File: src/pkg/qsr_cfg.svh
// Constants for the quad setup register serial command block
`ifndef QSR_CFG_SVH
`define QSR_CFG_SVH

// ============================================================
// Clock and timing
`define QSR_CLK_PERIOD_NS 40
// Longest self-timed programming time, in ns (plain default)
`define QSR_CONFIG_WRITE_TIME_NS 1000000
// Longest time rounds down to whole cycles
`define QSR_CONFIG_WRITE_CYCLES (`QSR_CONFIG_WRITE_TIME_NS / `QSR_CLK_PERIOD_NS)

// ============================================================
// Opcodes and command sequence bytes
`define QSR_OP_READ_SETUP 8'h3f
`define QSR_SEQ_BYTE_1 8'h3d
`define QSR_SEQ_BYTE_2 8'h2a
`define QSR_SEQ_BYTE_3 8'h81
`define QSR_SEQ_ENABLE_4 8'h66
`define QSR_SEQ_DISABLE_4 8'h67

// ============================================================
// Register layout
`define QSR_QUAD_IO_ENABLE_POS 7
// Reserved field image: bits 6:4 zero, bit 3 one, bits 2:0 zero
`define QSR_RESERVED_FIELD_VAL 7'h08
`define QSR_SEQ_LAST_IDX 2'h3

`endif

File: src/pkg/qsr_pkg.sv
// Types for the quad setup register serial command block
package qsr_pkg;

	// ============================================================
	// Command decoder states
	typedef enum logic [1:0] {
		ST_OPCODE,
		ST_READ,
		ST_SEQ,
		ST_IGNORE
	} qsr_state_e;

	typedef logic [7:0] qsr_byte_t;

endpackage : qsr_pkg

File: src/hw/qsr_quad_setup.sv
// Serial command handling for the nonvolatile quad setup register
//
// Behaviour
// - After read opcode, device shifts out the setup register byte.
// - The same byte repeats while select stays low and clock toggles.
// - Raising select anywhere ends the read and floats the data output.
// - Register contents survive power cycles and resets.
// - Bit 7 is the quad enable bit; one enables quad, frees pin functions.
// - Reserved bits read fixed: 6:4 zero, 3 one, 2:0 zero.
// - Enable and disable sequences change only the top bit.
// - Quad enable set: quad commands recognised, pins become data lines 2, 3.
// - Quad enable clear: quad commands invalid, pins are plain control inputs.
// - Reset command leaves quad enable untouched; shipped value is zero.
// - Programming is self-timed within write time; status shows busy meanwhile.
// - Four-byte enable sequence programs quad enable to one.
// - Four-byte disable sequence programs quad enable to zero.
// - Programming starts only when select rises right after the fourth byte.
`timescale 1ns/1ps
`include "qsr_cfg.svh"

module qsr_quad_setup #(
	parameter int WRITE_CYCLES = `QSR_CONFIG_WRITE_CYCLES
) (
	// Clock, reset, enable
	input wire logic clk,
	input wire logic rst_n,
	input wire logic clk_en,
	// Serial pins from the host
	input wire logic spi_cs_n,
	input wire logic spi_sck,
	input wire logic spi_si,
	output logic spi_so,
	output logic spi_so_oe,
	// Multi-use pins, seen as control inputs when quad is off
	input wire logic wp_n_pin,
	input wire logic reset_n_pin,
	// Nonvolatile cell of the quad enable bit
	input wire logic nv_cell_q,
	output logic nv_prog_req,
	output logic nv_prog_data,
	// Status towards the rest of the device
	output logic quad_io_enable_bit,
	output logic quad_cmd_enable,
	output logic write_protect_active,
	output logic pin_reset_req,
	output logic ready_busy_flag
);

	// ============================================================
	// Pin synchronisers
	logic [1:0] cs_sync;
	logic [1:0] sck_sync;
	logic [1:0] si_sync;
	logic [1:0] wp_sync;
	logic [1:0] rstpin_sync;
	logic sck_prev;
	logic cs_prev;

	// Two flops per pin; only the second stage is read by logic
	// The serial clock needs three system clocks per half period to be seen
	always_ff @(posedge clk or negedge rst_n) begin
		if (!rst_n) begin
			cs_sync <= 2'h3;
			sck_sync <= 2'h0;
			si_sync <= 2'h0;
			wp_sync <= 2'h3;
			rstpin_sync <= 2'h3;
		end else if (clk_en) begin
			cs_sync <= {cs_sync[0], spi_cs_n};
			sck_sync <= {sck_sync[0], spi_sck};
			si_sync <= {si_sync[0], spi_si};
			wp_sync <= {wp_sync[0], wp_n_pin};
			rstpin_sync <= {rstpin_sync[0], reset_n_pin};
		end
	end

	// Delayed copies of the synchronised levels for edge finding
	always_ff @(posedge clk or negedge rst_n) begin
		if (!rst_n) begin
			sck_prev <= 1'b0;
			cs_prev <= 1'b1;
		end else if (clk_en) begin
			sck_prev <= sck_sync[1];
			cs_prev <= cs_sync[1];
		end
	end

	logic cs_active;
	logic sck_rise;
	logic sck_fall;
	logic cs_release;

	// Edges only count while select is low
	// Release lasts one cycle, long enough to launch an armed update
	assign cs_active = !cs_sync[1];
	assign sck_rise = cs_active && sck_sync[1] && !sck_prev;
	assign sck_fall = cs_active && !sck_sync[1] && sck_prev;
	assign cs_release = cs_sync[1] && !cs_prev;

	// ============================================================
	// Setup register image
	// Working copy of the quad enable bit; the cell is the real store
	logic quad_stored;
	logic nv_loaded;
	logic busy;
	logic [$clog2(WRITE_CYCLES + 1) - 1:0] prog_cnt;
	logic prog_target;
	qsr_pkg::qsr_byte_t setup_byte;

	// Reserved bits are constants, only the top bit is stored
	assign setup_byte = {quad_stored, `QSR_RESERVED_FIELD_VAL};

	// ============================================================
	// Command decoder
	qsr_pkg::qsr_state_e state;
	logic [2:0] bit_cnt;
	logic [6:0] in_shift;
	logic [1:0] seq_idx;
	logic seq_armed;
	logic seq_value;
	qsr_pkg::qsr_byte_t in_byte;
	logic byte_done;

	// The newest bit joins the shifter in the same cycle it is sampled
	assign in_byte = {in_shift, si_sync[1]};
	assign byte_done = sck_rise && (bit_cnt == 3'h7);

	// Input shifter, MSB first; counter restarts on every select
	always_ff @(posedge clk or negedge rst_n) begin
		if (!rst_n) begin
			bit_cnt <= 3'h0;
			in_shift <= 7'h00;
		end else if (clk_en) begin
			if (!cs_active) begin
				bit_cnt <= 3'h0;
			end else if (sck_rise) begin
				bit_cnt <= bit_cnt + 3'h1;
				in_shift <= in_byte[6:0];
			end
		end
	end

	// Byte-level state; any deviation from a sequence falls to ignore
	// Nothing carries over between frames, so a sequence cannot span two selects
	always_ff @(posedge clk or negedge rst_n) begin
		if (!rst_n) begin
			state <= qsr_pkg::ST_OPCODE;
			seq_idx <= 2'h0;
			seq_armed <= 1'b0;
			seq_value <= 1'b0;
		end else if (clk_en) begin
			if (!cs_active) begin
				state <= qsr_pkg::ST_OPCODE;
				seq_idx <= 2'h0;
				if (!cs_release) begin
					seq_armed <= 1'b0;
				end
			end else if (sck_rise && seq_armed) begin
				// Extra bits after the fourth byte cancel the update
				seq_armed <= 1'b0;
				state <= qsr_pkg::ST_IGNORE;
			end else if (byte_done) begin
				case (state)
					qsr_pkg::ST_OPCODE: begin
						if (in_byte == `QSR_OP_READ_SETUP) begin
							state <= qsr_pkg::ST_READ;
						end else if (in_byte == `QSR_SEQ_BYTE_1) begin
							state <= qsr_pkg::ST_SEQ;
							seq_idx <= 2'h1;
						end else begin
							state <= qsr_pkg::ST_IGNORE;
						end
					end
					qsr_pkg::ST_SEQ: begin
						if (seq_idx == 2'h1 && in_byte == `QSR_SEQ_BYTE_2) begin
							seq_idx <= 2'h2;
						end else if (seq_idx == 2'h2 && in_byte == `QSR_SEQ_BYTE_3) begin
							seq_idx <= `QSR_SEQ_LAST_IDX;
						end else if (seq_idx == `QSR_SEQ_LAST_IDX
								&& in_byte == `QSR_SEQ_ENABLE_4) begin
							seq_armed <= 1'b1;
							seq_value <= 1'b1;
							state <= qsr_pkg::ST_IGNORE;
						end else if (seq_idx == `QSR_SEQ_LAST_IDX
								&& in_byte == `QSR_SEQ_DISABLE_4) begin
							seq_armed <= 1'b1;
							seq_value <= 1'b0;
							state <= qsr_pkg::ST_IGNORE;
						end else begin
							state <= qsr_pkg::ST_IGNORE;
						end
					end
					qsr_pkg::ST_READ: begin
						state <= qsr_pkg::ST_READ;
					end
					qsr_pkg::ST_IGNORE: begin
						state <= qsr_pkg::ST_IGNORE;
					end
					default: begin
						state <= qsr_pkg::ST_IGNORE;
					end
				endcase
			end
		end
	end

	// ============================================================
	// Serial output
	logic [2:0] out_idx;

	// Bits change on falling clock, so the first bit is set up
	// before the host's next rising edge; the index wraps to repeat
	// The data level is left as is when released; only the enable floats it
	always_ff @(posedge clk or negedge rst_n) begin
		if (!rst_n) begin
			spi_so <= 1'b0;
			spi_so_oe <= 1'b0;
			out_idx <= 3'h7;
		end else if (clk_en) begin
			if (!cs_active) begin
				spi_so_oe <= 1'b0;
				out_idx <= 3'h7;
			end else if (sck_fall && state == qsr_pkg::ST_READ) begin
				spi_so <= setup_byte[out_idx];
				spi_so_oe <= 1'b1;
				out_idx <= out_idx - 3'h1;
			end
		end
	end

	// ============================================================
	// Self-timed programming
	// The stored bit comes from the nonvolatile cell after every reset,
	// so neither a reset nor a power cycle can disturb it
	// Hazard: a reset in mid-programming leaves the cell to decide the value;
	// the copy only follows the target once the full count has run
	always_ff @(posedge clk or negedge rst_n) begin
		if (!rst_n) begin
			quad_stored <= 1'b0;
			nv_loaded <= 1'b0;
		end else if (clk_en) begin
			if (!nv_loaded) begin
				quad_stored <= nv_cell_q;
				nv_loaded <= 1'b1;
			end else if (busy && prog_cnt == '0) begin
				quad_stored <= prog_target;
			end
		end
	end

	// Start on select release straight after the fourth byte
	// Sequences seen while busy or before the cell is loaded are dropped
	always_ff @(posedge clk or negedge rst_n) begin
		if (!rst_n) begin
			busy <= 1'b0;
			prog_cnt <= '0;
			prog_target <= 1'b0;
			nv_prog_req <= 1'b0;
			nv_prog_data <= 1'b0;
		end else if (clk_en) begin
			nv_prog_req <= 1'b0;
			if (!busy && nv_loaded && cs_release && seq_armed && bit_cnt == 3'h0) begin
				busy <= 1'b1;
				prog_cnt <= ($bits(prog_cnt))'(WRITE_CYCLES - 1);
				prog_target <= seq_value;
				nv_prog_req <= 1'b1;
				nv_prog_data <= seq_value;
			end else if (busy) begin
				if (prog_cnt == '0) begin
					busy <= 1'b0;
				end else begin
					prog_cnt <= prog_cnt - 1'b1;
				end
			end
		end
	end

	// ============================================================
	// Quad mode and pin functions
	// Pin functions are masked while quad mode owns the pins
	// One cycle of lag behind the bit keeps every output a flop
	always_ff @(posedge clk or negedge rst_n) begin
		if (!rst_n) begin
			quad_io_enable_bit <= 1'b0;
			quad_cmd_enable <= 1'b0;
			write_protect_active <= 1'b0;
			pin_reset_req <= 1'b0;
			ready_busy_flag <= 1'b0;
		end else if (clk_en) begin
			quad_io_enable_bit <= quad_stored;
			quad_cmd_enable <= quad_stored;
			write_protect_active <= !quad_stored && !wp_sync[1];
			pin_reset_req <= !quad_stored && !rstpin_sync[1];
			ready_busy_flag <= nv_loaded && !busy;
		end
	end

endmodule : qsr_quad_setup

File: config.mk
export PLATFORM = sky130hd
export DESIGN_NAME = qsr_quad_setup
export DESIGN_NICKNAME = d
export VERILOG_FILES = /design/src/pkg/qsr_pkg.sv /design/src/hw/qsr_quad_setup.sv
export VERILOG_INCLUDE_DIRS = /design/src /design/src/pkg
export SDC_FILE = /design/constraint.sdc
export NUM_CORES = 1
export LEC_CHECK = 0
export BUFFER_PORTS_ARGS = -buffer_cell sky130_fd_sc_hd__buf_2
export CAP_MARGIN = 20
export CORE_UTILIZATION = 60
export CTS_CLUSTER_SIZE = 24
export DETAILED_ROUTE_END_ITERATION = 12
export PLACE_DENSITY = 0.9
export RECOVER_POWER = 100
export SKIP_CTS_REPAIR_TIMING = 1
export SLEW_MARGIN = 40
export SYNTH_ARGS = -nofsm -noshare
export SYNTH_HDL_FRONTEND = slang
export SYNTH_SLANG_ARGS = --single-unit
File: constraint.sdc
create_clock -name clk -period 2.3 [get_ports clk]
set_input_delay 0.23 -clock clk [delete_from_list [all_inputs] [get_ports clk]]
set_output_delay 0.23 -clock clk [all_outputs]
set_load 0.05 [all_outputs]
Yosys cells after proc, flatten, opt, wreduce, memory -nomap -nowiden --
Index checks and enable logic that the tools add are counted.
Operators by class: $add $sub $neg 3, $lt $le $gt $ge 1, reductions and logical operators 50, multiplexer cells 44, equality and inequality tests 24, bitwise gates (word level) 4
Operators with widths (count):
- $mux W15 | 3
- $mux W2 | 13
- $eq A8 B6 Y1 const B | 3
- $mux W1 | 21
- $logic_and A1 B1 Y1 | 19
- $eq A8 B7 Y1 const B | 2
- $logic_not A15 Y1 | 1
- $sub A15 B1 Y15 const B | 1
- $reduce_and A7 Y1 | 2
- $mux W3 | 4
- $ne A3 B3 Y1 const B | 4
- $ne A4 B4 Y1 const B | 3
- $reduce_bool A2 Y1 | 5
- $reduce_and A3 Y1 | 3
- $reduce_bool A3 Y1 | 3
- $eq A2 B2 Y1 const B | 4
- $eq A8 B8 Y1 const B | 1
- $logic_not A1 Y1 | 8
- $pmux W2 S4 | 1
- $reduce_and A2 Y1 | 4
- $reduce_and A8 Y1 | 1
- $eq A2 B1 Y1 const B | 2
- $lt A3 B4 Y1 const B | 1
- $ne A2 B1 Y1 const B | 2
- 11 further kinds | 15
Storage, ports and cells: word-level logic and storage cells 152, input port bits 9, register bits after elaboration 57, output and inout port bits 9

Depth between registers and ports, before layout --
Gate-level depths: netlist (run 1).
depth after elaboration 10, mapped depth 7, gate-level depth less buffers 6

Worst setup path before layout (run 1) --
OpenSTA, ideal clock, no wires.
kind reg-to-reg, start reg sck_prev, end reg seq_value, setup slack 511 ps, buffers on the path 1, arrival 1709 ps, library setup time 79 ps, clock period less this slack 1789 ps, required time 2221 ps, cell stages (with the launch flop) 7, cell sequence dfrtp_1 -> and4bb_1 -> buf_6 -> nand3b_4 -> or4_4 -> nor3_2 -> mux2i_1
On the way: word-level cells in the longest chain between the ends 5, elaborated cells on any way between the ends 6, classes of those cells bitwise: 1; reduce/logical: 5
Ends and longest elaborated chain:
- start: declaration | RTL line qsr_quad_setup.sv:56 | logic sck_prev;
- start signal: assignment | RTL line qsr_quad_setup.sv:83 | sck_prev <= sck_sync[1];
- $logic_not A1 Y1 * | RTL line qsr_quad_setup.sv:96 | assign sck_rise = cs_active && sck_sync[1] && !sck_prev;
- $logic_and A1 B1 Y1 * | RTL line qsr_quad_setup.sv:96
- $logic_and A1 B1 Y1 | RTL line qsr_quad_setup.sv:158 | end else if (sck_rise && seq_armed) begin
- $not A1 Y1 (no line)
- $reduce_and A8 Y1 (no line) *
- end signal: assignment | RTL line qsr_quad_setup.sv:150 | seq_value <= 1'b0;
- end signal: assignment | RTL line qsr_quad_setup.sv:182 | seq_value <= 1'b1;
- end signal: assignment | RTL line qsr_quad_setup.sv:187 | seq_value <= 1'b0;
- end: declaration | RTL line qsr_quad_setup.sv:120 | logic seq_value;
Every way passes the cells marked *; elsewhere a longest branch is shown, timed or not. A chain may end at the register's enable or synchronous reset.

Final worst setup path (run 1) --
start reg cs_sync[1], end reg seq_value
On the way: word-level cells in the longest chain between the ends 6, elaborated cells on any way between the ends 8, classes of those cells bitwise: 2; reduce/logical: 6
Ends and longest elaborated chain:
- start: declaration | RTL line qsr_quad_setup.sv:51 | logic [1:0] cs_sync;
- start signal: assignment | RTL line qsr_quad_setup.sv:69 | cs_sync <= {cs_sync[0], spi_cs_n};
- $logic_not A1 Y1 | RTL line qsr_quad_setup.sv:95 | assign cs_active = !cs_sync[1];
- $logic_and A1 B1 Y1 (2 in series) | RTL line qsr_quad_setup.sv:96
- $logic_and A1 B1 Y1 | RTL line qsr_quad_setup.sv:158
- $not A1 Y1 (no line)
- $reduce_and A8 Y1 (no line) *
Marks and branches as above.

==> results of run 1 <==
==> through the flow <==
step           setup slack, ps  instance area [µm²]
2_1_floorplan              511                 2760
3_3_place_gp               461                 2910
3_5_place_dp               395                 2910
4_1_cts                    369                 3080
5_1_grt                    128                 3040
6_report                   280                 3040
==> final cells by class <==
type                    count  area [µm²]
flip-flops and latches     57        1440
clock inverters             1        5.00
multi-input cells         170        1200
well taps                  52        65.1
repair buffers             22         113
fillers                   329        1350
clock buffers              15         156
inverters                  15        56.3
==> layer usage <==
layer	GRT usage [%]	wire, µm	part of all wire [%]
met2	38.5	2590	48
met1	33.8	2430	45
met4	13.3	123	2.3
met3	6.40	280	5.2
met5	0	0	0
==> cells in the final DEF (no fill, tap or decap), types with 8 or more instances in the layout <==
cell	n
nand2_1	18
inv_1	15
nor3_1	8
clkbuf_8	10
nor2_1	15
dfrtp_1	47
clkbuf_1	19
o21ai_0	12
dfstp_2	8
mux2_2	20
==> final timing paths <==
kind                       slack [ps]                    endpoint  cells past startpoint                    from
setup / recovery                  280       seq_value$_DFFE_PN0P_                      5  cs_sync[1]$_DFFE_PN1P_
hold / removal                    140  rstpin_sync[0]$_DFFE_PN1P_                      2             reset_n_pin
setup reg to reg                  280       seq_value$_DFFE_PN0P_                      5  cs_sync[1]$_DFFE_PN1P_
hold reg to reg                   480       spi_so_oe$_DFFE_PN0P_                      2   spi_so_oe$_DFFE_PN0P_
max in group asynchronous         650      cs_sync[0]$_DFFE_PN1P_                      3                   rst_n
min in group asynchronous         750     prog_cnt[2]$_DFFE_PN0P_                      2                   rst_n
==> sequential cells by signal, indices dropped and copies added, names as in the netlist, 2 cells and up <==
register     flops
bit_cnt          3
sck_sync         2
state            2
in_shift         7
si_sync          2
rstpin_sync      2
wp_sync          2
prog_cnt        15
seq_idx          2
cs_sync          2
out_idx          3
==> power by group through the flow <==
stage               clock network [mW]  registers [mW]  logic [mW]
global route                     0.842            1.27       0.387
finish                           0.776            1.25       0.349
floorplan                            0            1.26       0.237
detailed placement                   0            1.27       0.359
global placement                     0            1.25       0.333
CTS                              0.798            1.25       0.360
==> cells by family after synthesis <==
| group | Yosys count | share of synthesized area, % |
|---|---|---|
| adders and majority gates | 6 | 2.72 |
| xor gates and xnor gates | 6 | 1.91 |
| muxes | 24 | 9.63 |
| and+or+nand+nor | 90 | 19.4 |
| AOI/OAI and AO/OA | 44 | 10.8 |
| buffers and inverters | 21 | 3.27 |
| DFF | 57 | 52.2 |
==> results_dict.tcl, run 1 <==
set metrics [dict create \
    synth_top_area_share_pct 42.7 \
    io_pins 18 \
    path_class "flip-flop to flip-flop" \
    power_frac_seq_pct 52.7 \
    grt_overflow 0 \
    clkPwrFrac_pct 32.6 \
    dpl.hpwl_mm 3.83 \
    die_area_mm2 0.00487 \
    cpPeakStageDelay_ps 530 \
    cp.arrival_ps 2270 \
    die_h_um 69.8 \
    switching_share_pct 28.2 \
    synth_edf_count 0 \
    synth_area_mm2 0.00276 \
    start_util_pct 62.8 \
    cts_buffers 9 \
    worst_slew_pin_slew_ps 1390 \
    fin_hold_ws_ps 136 \
    synth_area_leader_cell "dfrtp_1" \
    fin_tns_setup_ps 0 \
    critical_path.max_fanout 8 \
    clkTransAtPathRegs_ps 60 \
    synth.yosys.warnings 0 \
    synthArstFlopShare_pct 100 \
    layout.nets 290 \
    setup_viol 0 \
    synth_flop_cell "dfrtp_1" \
    antenna_found_initial 0 \
    finalMaxSlewViolations 0 \
    drt_iter0_markers 183 \
    post-synth-top-count-cell "dfrtp_1" \
    cp-start-kind "flip-flop" \
    hold_viol_final 0 \
    critPathRequiredTime_ps 2550 \
    drive_above_1_share_pct 18.9 \
    grt_setup_unrepaired "no" \
    drt_pass1_iterations 4 \
    wl_per_cell_um 16.3 \
    synth.avg_cell_area_um2 11.1 \
    finalWirelength_mm 5.42 \
    comb_power_share_pct 14.7 \
    status "finished clean" \
    clk_latency_ps 330 \
    crit_chain "and4bb_1 > nand3b_1 > or4_1 > nor3_1 > mux2i_1" \
    ctsHtreeMaxLevel 3 \
    total_leakage_power_nw 1.39 \
    io_buffers 17 \
    skew_ps 8.25 \
    syn_inst 248 \
    syn_nets 263 \
    ys_types 53 \
    placed_cells 315 \
    final_util_pct 69.2 \
    route.detailed.drc 0 \
    grt_pass1_vias 1979 \
    endpoint_kind "flip-flop" \
    grt_pass1_wl_mm 9.40 \
    area_delta_synth_final_pct 10.2 \
    vias 2003 \
    via_per_inst 6.03 \
    ys_seq_area_share_pct 52.2 \
    grt_use_total_pct 25.4 \
    crit_family "simple AND/OR/NAND/NOR gates" \
    synth.top_cells.by_count "dfrtp_1 (47), mux2_2 (20), nand2_1 (18)" \
    p_int_mw 1.71 \
    n_antenna_cell 0 \
    worst-path-buf-inv 0 \
    clk_path_buf_depth 2 \
    ant_nets 0 \
    slew_headroom_pct 7.02 \
    maxCapViolCount 0 \
    cpMaxStageDelayCell "or4_1" \
    synth-seq-cells 57 \
    layoutNonFillerInstCount 332 \
    power_switching_uw 670 \
    fin_total_pwr_mw 2.38 \
    grt_max_degree 34 \
    place_congestion 0.900 \
    fp.dieW_um 69.8 \
    clockRootBuffer "clkbuf_8" \
    row_count 24 \
    min_period_ps 2020 \
    power_density_mw_per_mm2 783 \
    clock-sinks 57 \
    clock.fmax_ghz 0.495 \
    cts_tree "yes" \
    synthTopCellsByArea "dfrtp_1 (43%), dfstp_2 (9.5%), mux2_2 (8.2%), ha_1 (2.7%), nand2_1 (2.5%)" \
    period_share_pct 87.8 \
    core_area_mm2 0.00438 \
    peakVddDrop_v 0.000579 \
    min_path_type "input pin to flip-flop" \
]
Note: power is estimated with default switching activity, not from simulation.
==> run 2, diff against run 1 <==
--- a/config.mk
+++ b/config.mk
@@ -8,10 +8,12 @@
 export LEC_CHECK = 0
 export BUFFER_PORTS_ARGS = -buffer_cell sky130_fd_sc_hd__buf_2
 export CAP_MARGIN = 20
-export CORE_UTILIZATION = 60
+export CORE_MARGIN = 10
+export CORE_UTILIZATION = 52
+export CTS_CLUSTER_DIAMETER = 80
 export CTS_CLUSTER_SIZE = 24
 export DETAILED_ROUTE_END_ITERATION = 12
-export PLACE_DENSITY = 0.9
+export PLACE_DENSITY = 0.81
 export RECOVER_POWER = 100
 export SKIP_CTS_REPAIR_TIMING = 1
 export SLEW_MARGIN = 40
==> run 2 against run 1 <==
Against the previous run: critical path depth stayed put; combinational power is 3% lower; clock-buffer cell count shrank 4; non-clock buffer count is the same; worst hold slack worse by 20 ps; first-iteration DRC count shrank 3.3%; flip-flop and latch count unchanged; global-route usage shrank 12 points; cell count grew 5.4%; critical path type unchanged; critical endpoint unchanged.
==> results_dict.tcl, run 2 (synthesis gave the netlist of run 1 again) <==
set metrics [dict create \
    status "finished clean" \
    power_frac_seq_pct 49.3 \
    cp-start-kind "flip-flop" \
    die_h_um 92.8 \
    timing.rr.start "cs_sync[1]$_DFFE_PN1P_" \
    grt_setup_unrepaired "no" \
    drt_pass1_iterations 4 \
    fin_tns_setup_ps 0 \
    crit_chain "and4bb_1 > nand3b_1 > or4_4 > nor3_1 > mux2i_1" \
    worst_slew_pin_slew_ps 1360 \
    setup_viol 0 \
    final_common_cell "dfrtp_1" \
    grt_overflow 0 \
    clkPwrFrac_pct 37.4 \
    largest_reg_flops 15 \
    hold_viol_final 0 \
    vias 1988 \
    io_pins 18 \
    finalMaxSlewViolations 0 \
    power_density_mw_per_mm2 818 \
    min_path_type "input pin to flip-flop" \
    cpPeakStageDelay_ps 550 \
    path_class "flip-flop to flip-flop" \
    wl_per_cell_um 14.7 \
    clock-sinks 57 \
    clock.fmax_ghz 0.489 \
    row_count 26 \
    holdPathEnd "sck_sync[0]$_DFFE_PN0P_" \
    clockRootBuffer "clkbuf_8" \
    worst-path-buf-inv 0 \
    critPathRequiredTime_ps 2560 \
    slew_headroom_pct 9.53 \
    route.detailed.drc 0 \
    period_share_pct 88.9 \
    total_leakage_power_nw 1.42 \
    place_congestion 0.796 \
    clk_path_buf_depth 2 \
    skew_ps 6.15 \
    cpMaxStageDelayCell "or4_4" \
    n_antenna_cell 0 \
    reg2reg_slack_ps 260 \
    cts_tree "yes" \
    peakVddDrop_v 0.000516 \
    cts_buffers 9 \
    via_per_inst 5.68 \
    top_register "prog_cnt" \
    comb_power_share_pct 13.4 \
    final_cell_mix "dfrtp_1 (47), mux2_2 (20), nand2_1 (18), inv_1 (15), nor2_1 (15)" \
    reg_top3 "prog_cnt (15), in_shift (7)" \
    critical_path.max_fanout 8 \
    crit_family "simple AND/OR/NAND/NOR gates" \
    fin_total_pwr_mw 2.53 \
    grt_pass1_vias 2033 \
    grt_pass1_wl_mm 9.00 \
    drive_above_1_share_pct 21.4 \
    area_delta_synth_final_pct 12.2 \
    fillCellCount 435 \
    ant_nets 0 \
    power_switching_uw 694 \
    core_area_mm2 0.00511 \
    grt_max_degree 58 \
    maxCapViolCount 0 \
    hold_depth 2 \
    grt_use_total_pct 13.0 \
    antenna_found_initial 0 \
    io_buffers 17 \
    cp.arrival_ps 2310 \
    drt_iter0_markers 177 \
    layout.nets 290 \
    r2r_end "seq_value$_DFFE_PN0P_" \
    endpoint_kind "flip-flop" \
    dpl.hpwl_mm 3.63 \
    switching_share_pct 27.4 \
    die_area_mm2 0.00861 \
    p_int_mw 1.84 \
    fp.dieW_um 92.8 \
    ctsHtreeMaxLevel 3 \
    min_period_ps 2040 \
    start_util_pct 53.9 \
    clkTransAtPathRegs_ps 60 \
    hp-start "spi_sck" \
    clk_latency_ps 340 \
    finalWirelength_mm 5.14 \
    r2r_cells 5 \
]
## run 2: layout make-up
cell class	count	area (µm²)	share of cell area (%)
Sequential cell	57	1440	46.5
Inverter	15	56.3	1.82
Clock buffer	11	151	4.90
Timing Repair Buffer	22	98.8	3.20
Multi-Input combinational cell	170	1200	39.0
Tap cell	70	87.6	2.83
Clock inverter	5	53.8	1.74
## run 2: worst reg2reg max path: stages, from the launching register on
cell      delay [ps]
dfstp_1          440
and4bb_1         320
nand3b_1         170
or4_4            550
nor3_1           250
mux2i_1          230
## run 2: how the worst max path moves through the flow
stage                              from                      end  slack (ps)  cells past startpoint
2_1_floorplan      sck_prev$_DFFE_PN0P_    seq_value$_DFFE_PN0P_         510                      6
3_3_place_gp   prog_cnt[11]$_DFFE_PN0P_  prog_cnt[2]$_DFFE_PN0P_         460                      5
3_5_place_dp   prog_cnt[11]$_DFFE_PN0P_  quad_stored$_DFFE_PN0P_         410                      5
4_1_cts        prog_cnt[11]$_DFFE_PN0P_  quad_stored$_DFFE_PN0P_         400                      5
5_1_grt          cs_sync[1]$_DFFE_PN1P_    seq_value$_DFFE_PN0P_         140                      5
6_report         cs_sync[1]$_DFFE_PN1P_    seq_value$_DFFE_PN0P_         260                      5
## run 2: metrics by stage
stage | hold slack [ps] | util, % | instances | area (µm²) | setup slack, ps
floorplan | -65.6 | - | 248 | 2760 | 511
global placement | 249 | 57.5 | 333 | 2940 | 460
detailed placement | 253 | 57.5 | 333 | 2940 | 412
CTS | -114 | 61.5 | 349 | 3140 | 397
global route | 117 | 60.5 | 350 | 3090 | 142
finish | 116 | 60.5 | 350 | 3090 | 256
## run 2: metal layers
metal / wire (µm) / track usage [%] / share of wire, % / vias to the layer above
li1: - / - / - / 954
met1: 2470 / 15.5 / 48 / 982
met2: 2280 / 19.5 / 44 / 39
met3: 284 / 4.76 / 5.5 / 13
met4: 115 / 7.71 / 2.2 / 0
met5: 0 / 0 / 0 / -
## run 2: power groups by stage
stage | logic (mW) | clock network [mW] | registers, mW
global placement | 0.335 | 0 | 1.25
detailed placement | 0.351 | 0 | 1.26
floorplan | 0.237 | 0 | 1.26
CTS | 0.354 | 0.965 | 1.25
finish | 0.338 | 0.945 | 1.25
global route | 0.379 | 1.01 | 1.27
==> run 3, diff against run 2 <==
--- a/config.mk
+++ b/config.mk
@@ -15,6 +15,7 @@
 export DETAILED_ROUTE_END_ITERATION = 12
 export PLACE_DENSITY = 0.81
 export RECOVER_POWER = 100
+export REMOVE_ABC_BUFFERS = 1
 export SKIP_CTS_REPAIR_TIMING = 1
 export SLEW_MARGIN = 40
 export SYNTH_ARGS = -nofsm -noshare
==> run 3 against run 2 <==
Against the previous run: clock-buffer cell count grew 4; register-to-register slack lost 20 ps; combinational power is essentially flat; highest routed layer unchanged.
==> results_dict.tcl, run 3 (synthesis gave the netlist of run 1 again) <==
set metrics [dict create \
    status "finished clean" \
    clkTransAtPathRegs_ps 70 \
    finalWirelength_mm 5.44 \
    area_delta_synth_final_pct 11.8 \
    finalMaxSlewViolations 0 \
    top_register "prog_cnt" \
    critPathRequiredTime_ps 2560 \
    min_path_type "input pin to flip-flop" \
    layout_setup_ws_ps 231 \
    die_h_um 92.8 \
    place_ws_ps 400 \
    ctsHtreeMaxLevel 3 \
    worst_slew_pin_slew_ps 1370 \
    dpl.hpwl_mm 3.70 \
    grt_overflow 0 \
    layout.nets 289 \
    area.sequential_mm2 0.00144 \
    fp.dieW_um 92.8 \
    drt_iter0_markers 110 \
    grt_pass1_wl_mm 9.65 \
    clk_path_buf_depth 2 \
    clk_latency_ps 330 \
    place_congestion 0.884 \
    layoutNonFillerInstCount 349 \
    grt_pass1_vias 2062 \
    final_area_mm2 0.00308 \
    grt_use_total_pct 13.9 \
    cp-start-kind "flip-flop" \
    path_class "flip-flop to flip-flop" \
    fin_tns_setup_ps 0 \
    min_period_ps 2070 \
    n_antenna_cell 0 \
    postPlaceCellArea_mm2 0.00292 \
    core_area_mm2 0.00511 \
    peakVddDrop_v 0.000742 \
    placed_cells 333 \
    slew_headroom_pct 8.90 \
    period_share_pct 89.9 \
    fillCellCount 417 \
    largest_reg_flops 15 \
    critical_path.max_fanout 8 \
    cts_tree "yes" \
    hold_viol_final 0 \
    final_cell_mix "dfrtp_1 (47), mux2_2 (20), nand2_1 (18), inv_1 (15), nor2_1 (15)" \
    vias 1992 \
    row_count 26 \
    grt_setup_unrepaired "no" \
    ant_nets 0 \
    cp.arrival_ps 2320 \
    grt_max_degree 58 \
    skew_ps 10.6 \
    route.detailed.drc 0 \
    total_leakage_power_nw 1.41 \
    reg_top3 "prog_cnt (15), in_shift (7)" \
    endpoint_kind "flip-flop" \
    die_area_mm2 0.00861 \
    antenna_found_initial 0 \
    power_density_mw_per_mm2 814 \
    drt_pass1_iterations 4 \
    clock.fmax_ghz 0.483 \
    cts_buffers 9 \
    multi_input_area_mm2 0.00120 \
    setup_viol 0 \
    io_buffers 17 \
    via_per_inst 5.71 \
    final_common_cell "dfrtp_1" \
    wl_per_cell_um 15.6 \
    start_util_pct 53.9 \
    io_pins 18 \
    clock-sinks 57 \
    drive_above_1_share_pct 20.8 \
    maxCapViolCount 0 \
    clockRootBuffer "clkbuf_8" \
]
[run 3: layer usage]
metal  wire, µm  global-route usage (%)
met5          0                       0
met4         76                    6.17
met3        259                    5.65
met2       2650                    22.0
met1       2450                    16.1
[run 3: cell type report]
| type | instances | share of cell area (%) |
|---|---|---|
| clock inverters | 1 | 0.244 |
| well taps | 70 | 2.84 |
| clock buffers | 15 | 6.38 |
| inverters | 15 | 1.83 |
| repair buffers | 21 | 2.88 |
| multi-input cells | 170 | 39.1 |
| flip-flops and latches | 57 | 46.7 |
[run 3: critical path, cell delays in order, from the launching register on]
cell and delay, ps:
dfstp_1 440, and4bb_1 310, nand3b_1 160, or4_4 550, nor3_1 300, mux2i_1 230
[run 3: through the flow]
| stage | total power, mW | util (%) | hold WS, ps |
|---|---|---|---|
| finish | 2.51 | 60.3 | 130 |
| global route | 2.64 | 60.3 | 118 |
| CTS | 2.54 | 61.2 | 59.7 |
| detailed placement | 1.62 | 57.3 | 416 |
| global placement | 1.59 | 57.3 | 418 |
| floorplan | 1.48 | - | -65.6 |
[run 3: worst paths after layout]
path | slack (ps) | start | endpoint | depth (start not counted)
max | 230 | cs_sync[1]$_DFFE_PN1P_ | seq_value$_DFFE_PN0P_ | 5
min | 130 | spi_cs_n | cs_sync[0]$_DFFE_PN1P_ | 2
max reg2reg | 230 | cs_sync[1]$_DFFE_PN1P_ | seq_value$_DFFE_PN0P_ | 5
min reg2reg | 470 | spi_so$_DFFE_PN0P_ | spi_so$_DFFE_PN0P_ | 2
max in group asynchronous | 1190 | rst_n | in_shift[5]$_DFFE_PN0P_ | 2
min in group asynchronous | 300 | rst_n | prog_cnt[5]$_DFFE_PN0P_ | 2
[run 3: report_power, final]
| part | internal [mW] | switching [mW] | leakage (nW) |
|---|---|---|---|
| logic | 0.153 | 0.186 | 0.594 |
| clock network | 0.539 | 0.381 | 0.102 |
| registers | 1.13 | 0.120 | 0.710 |
| total | 1.82 | 0.687 | 1.41 |
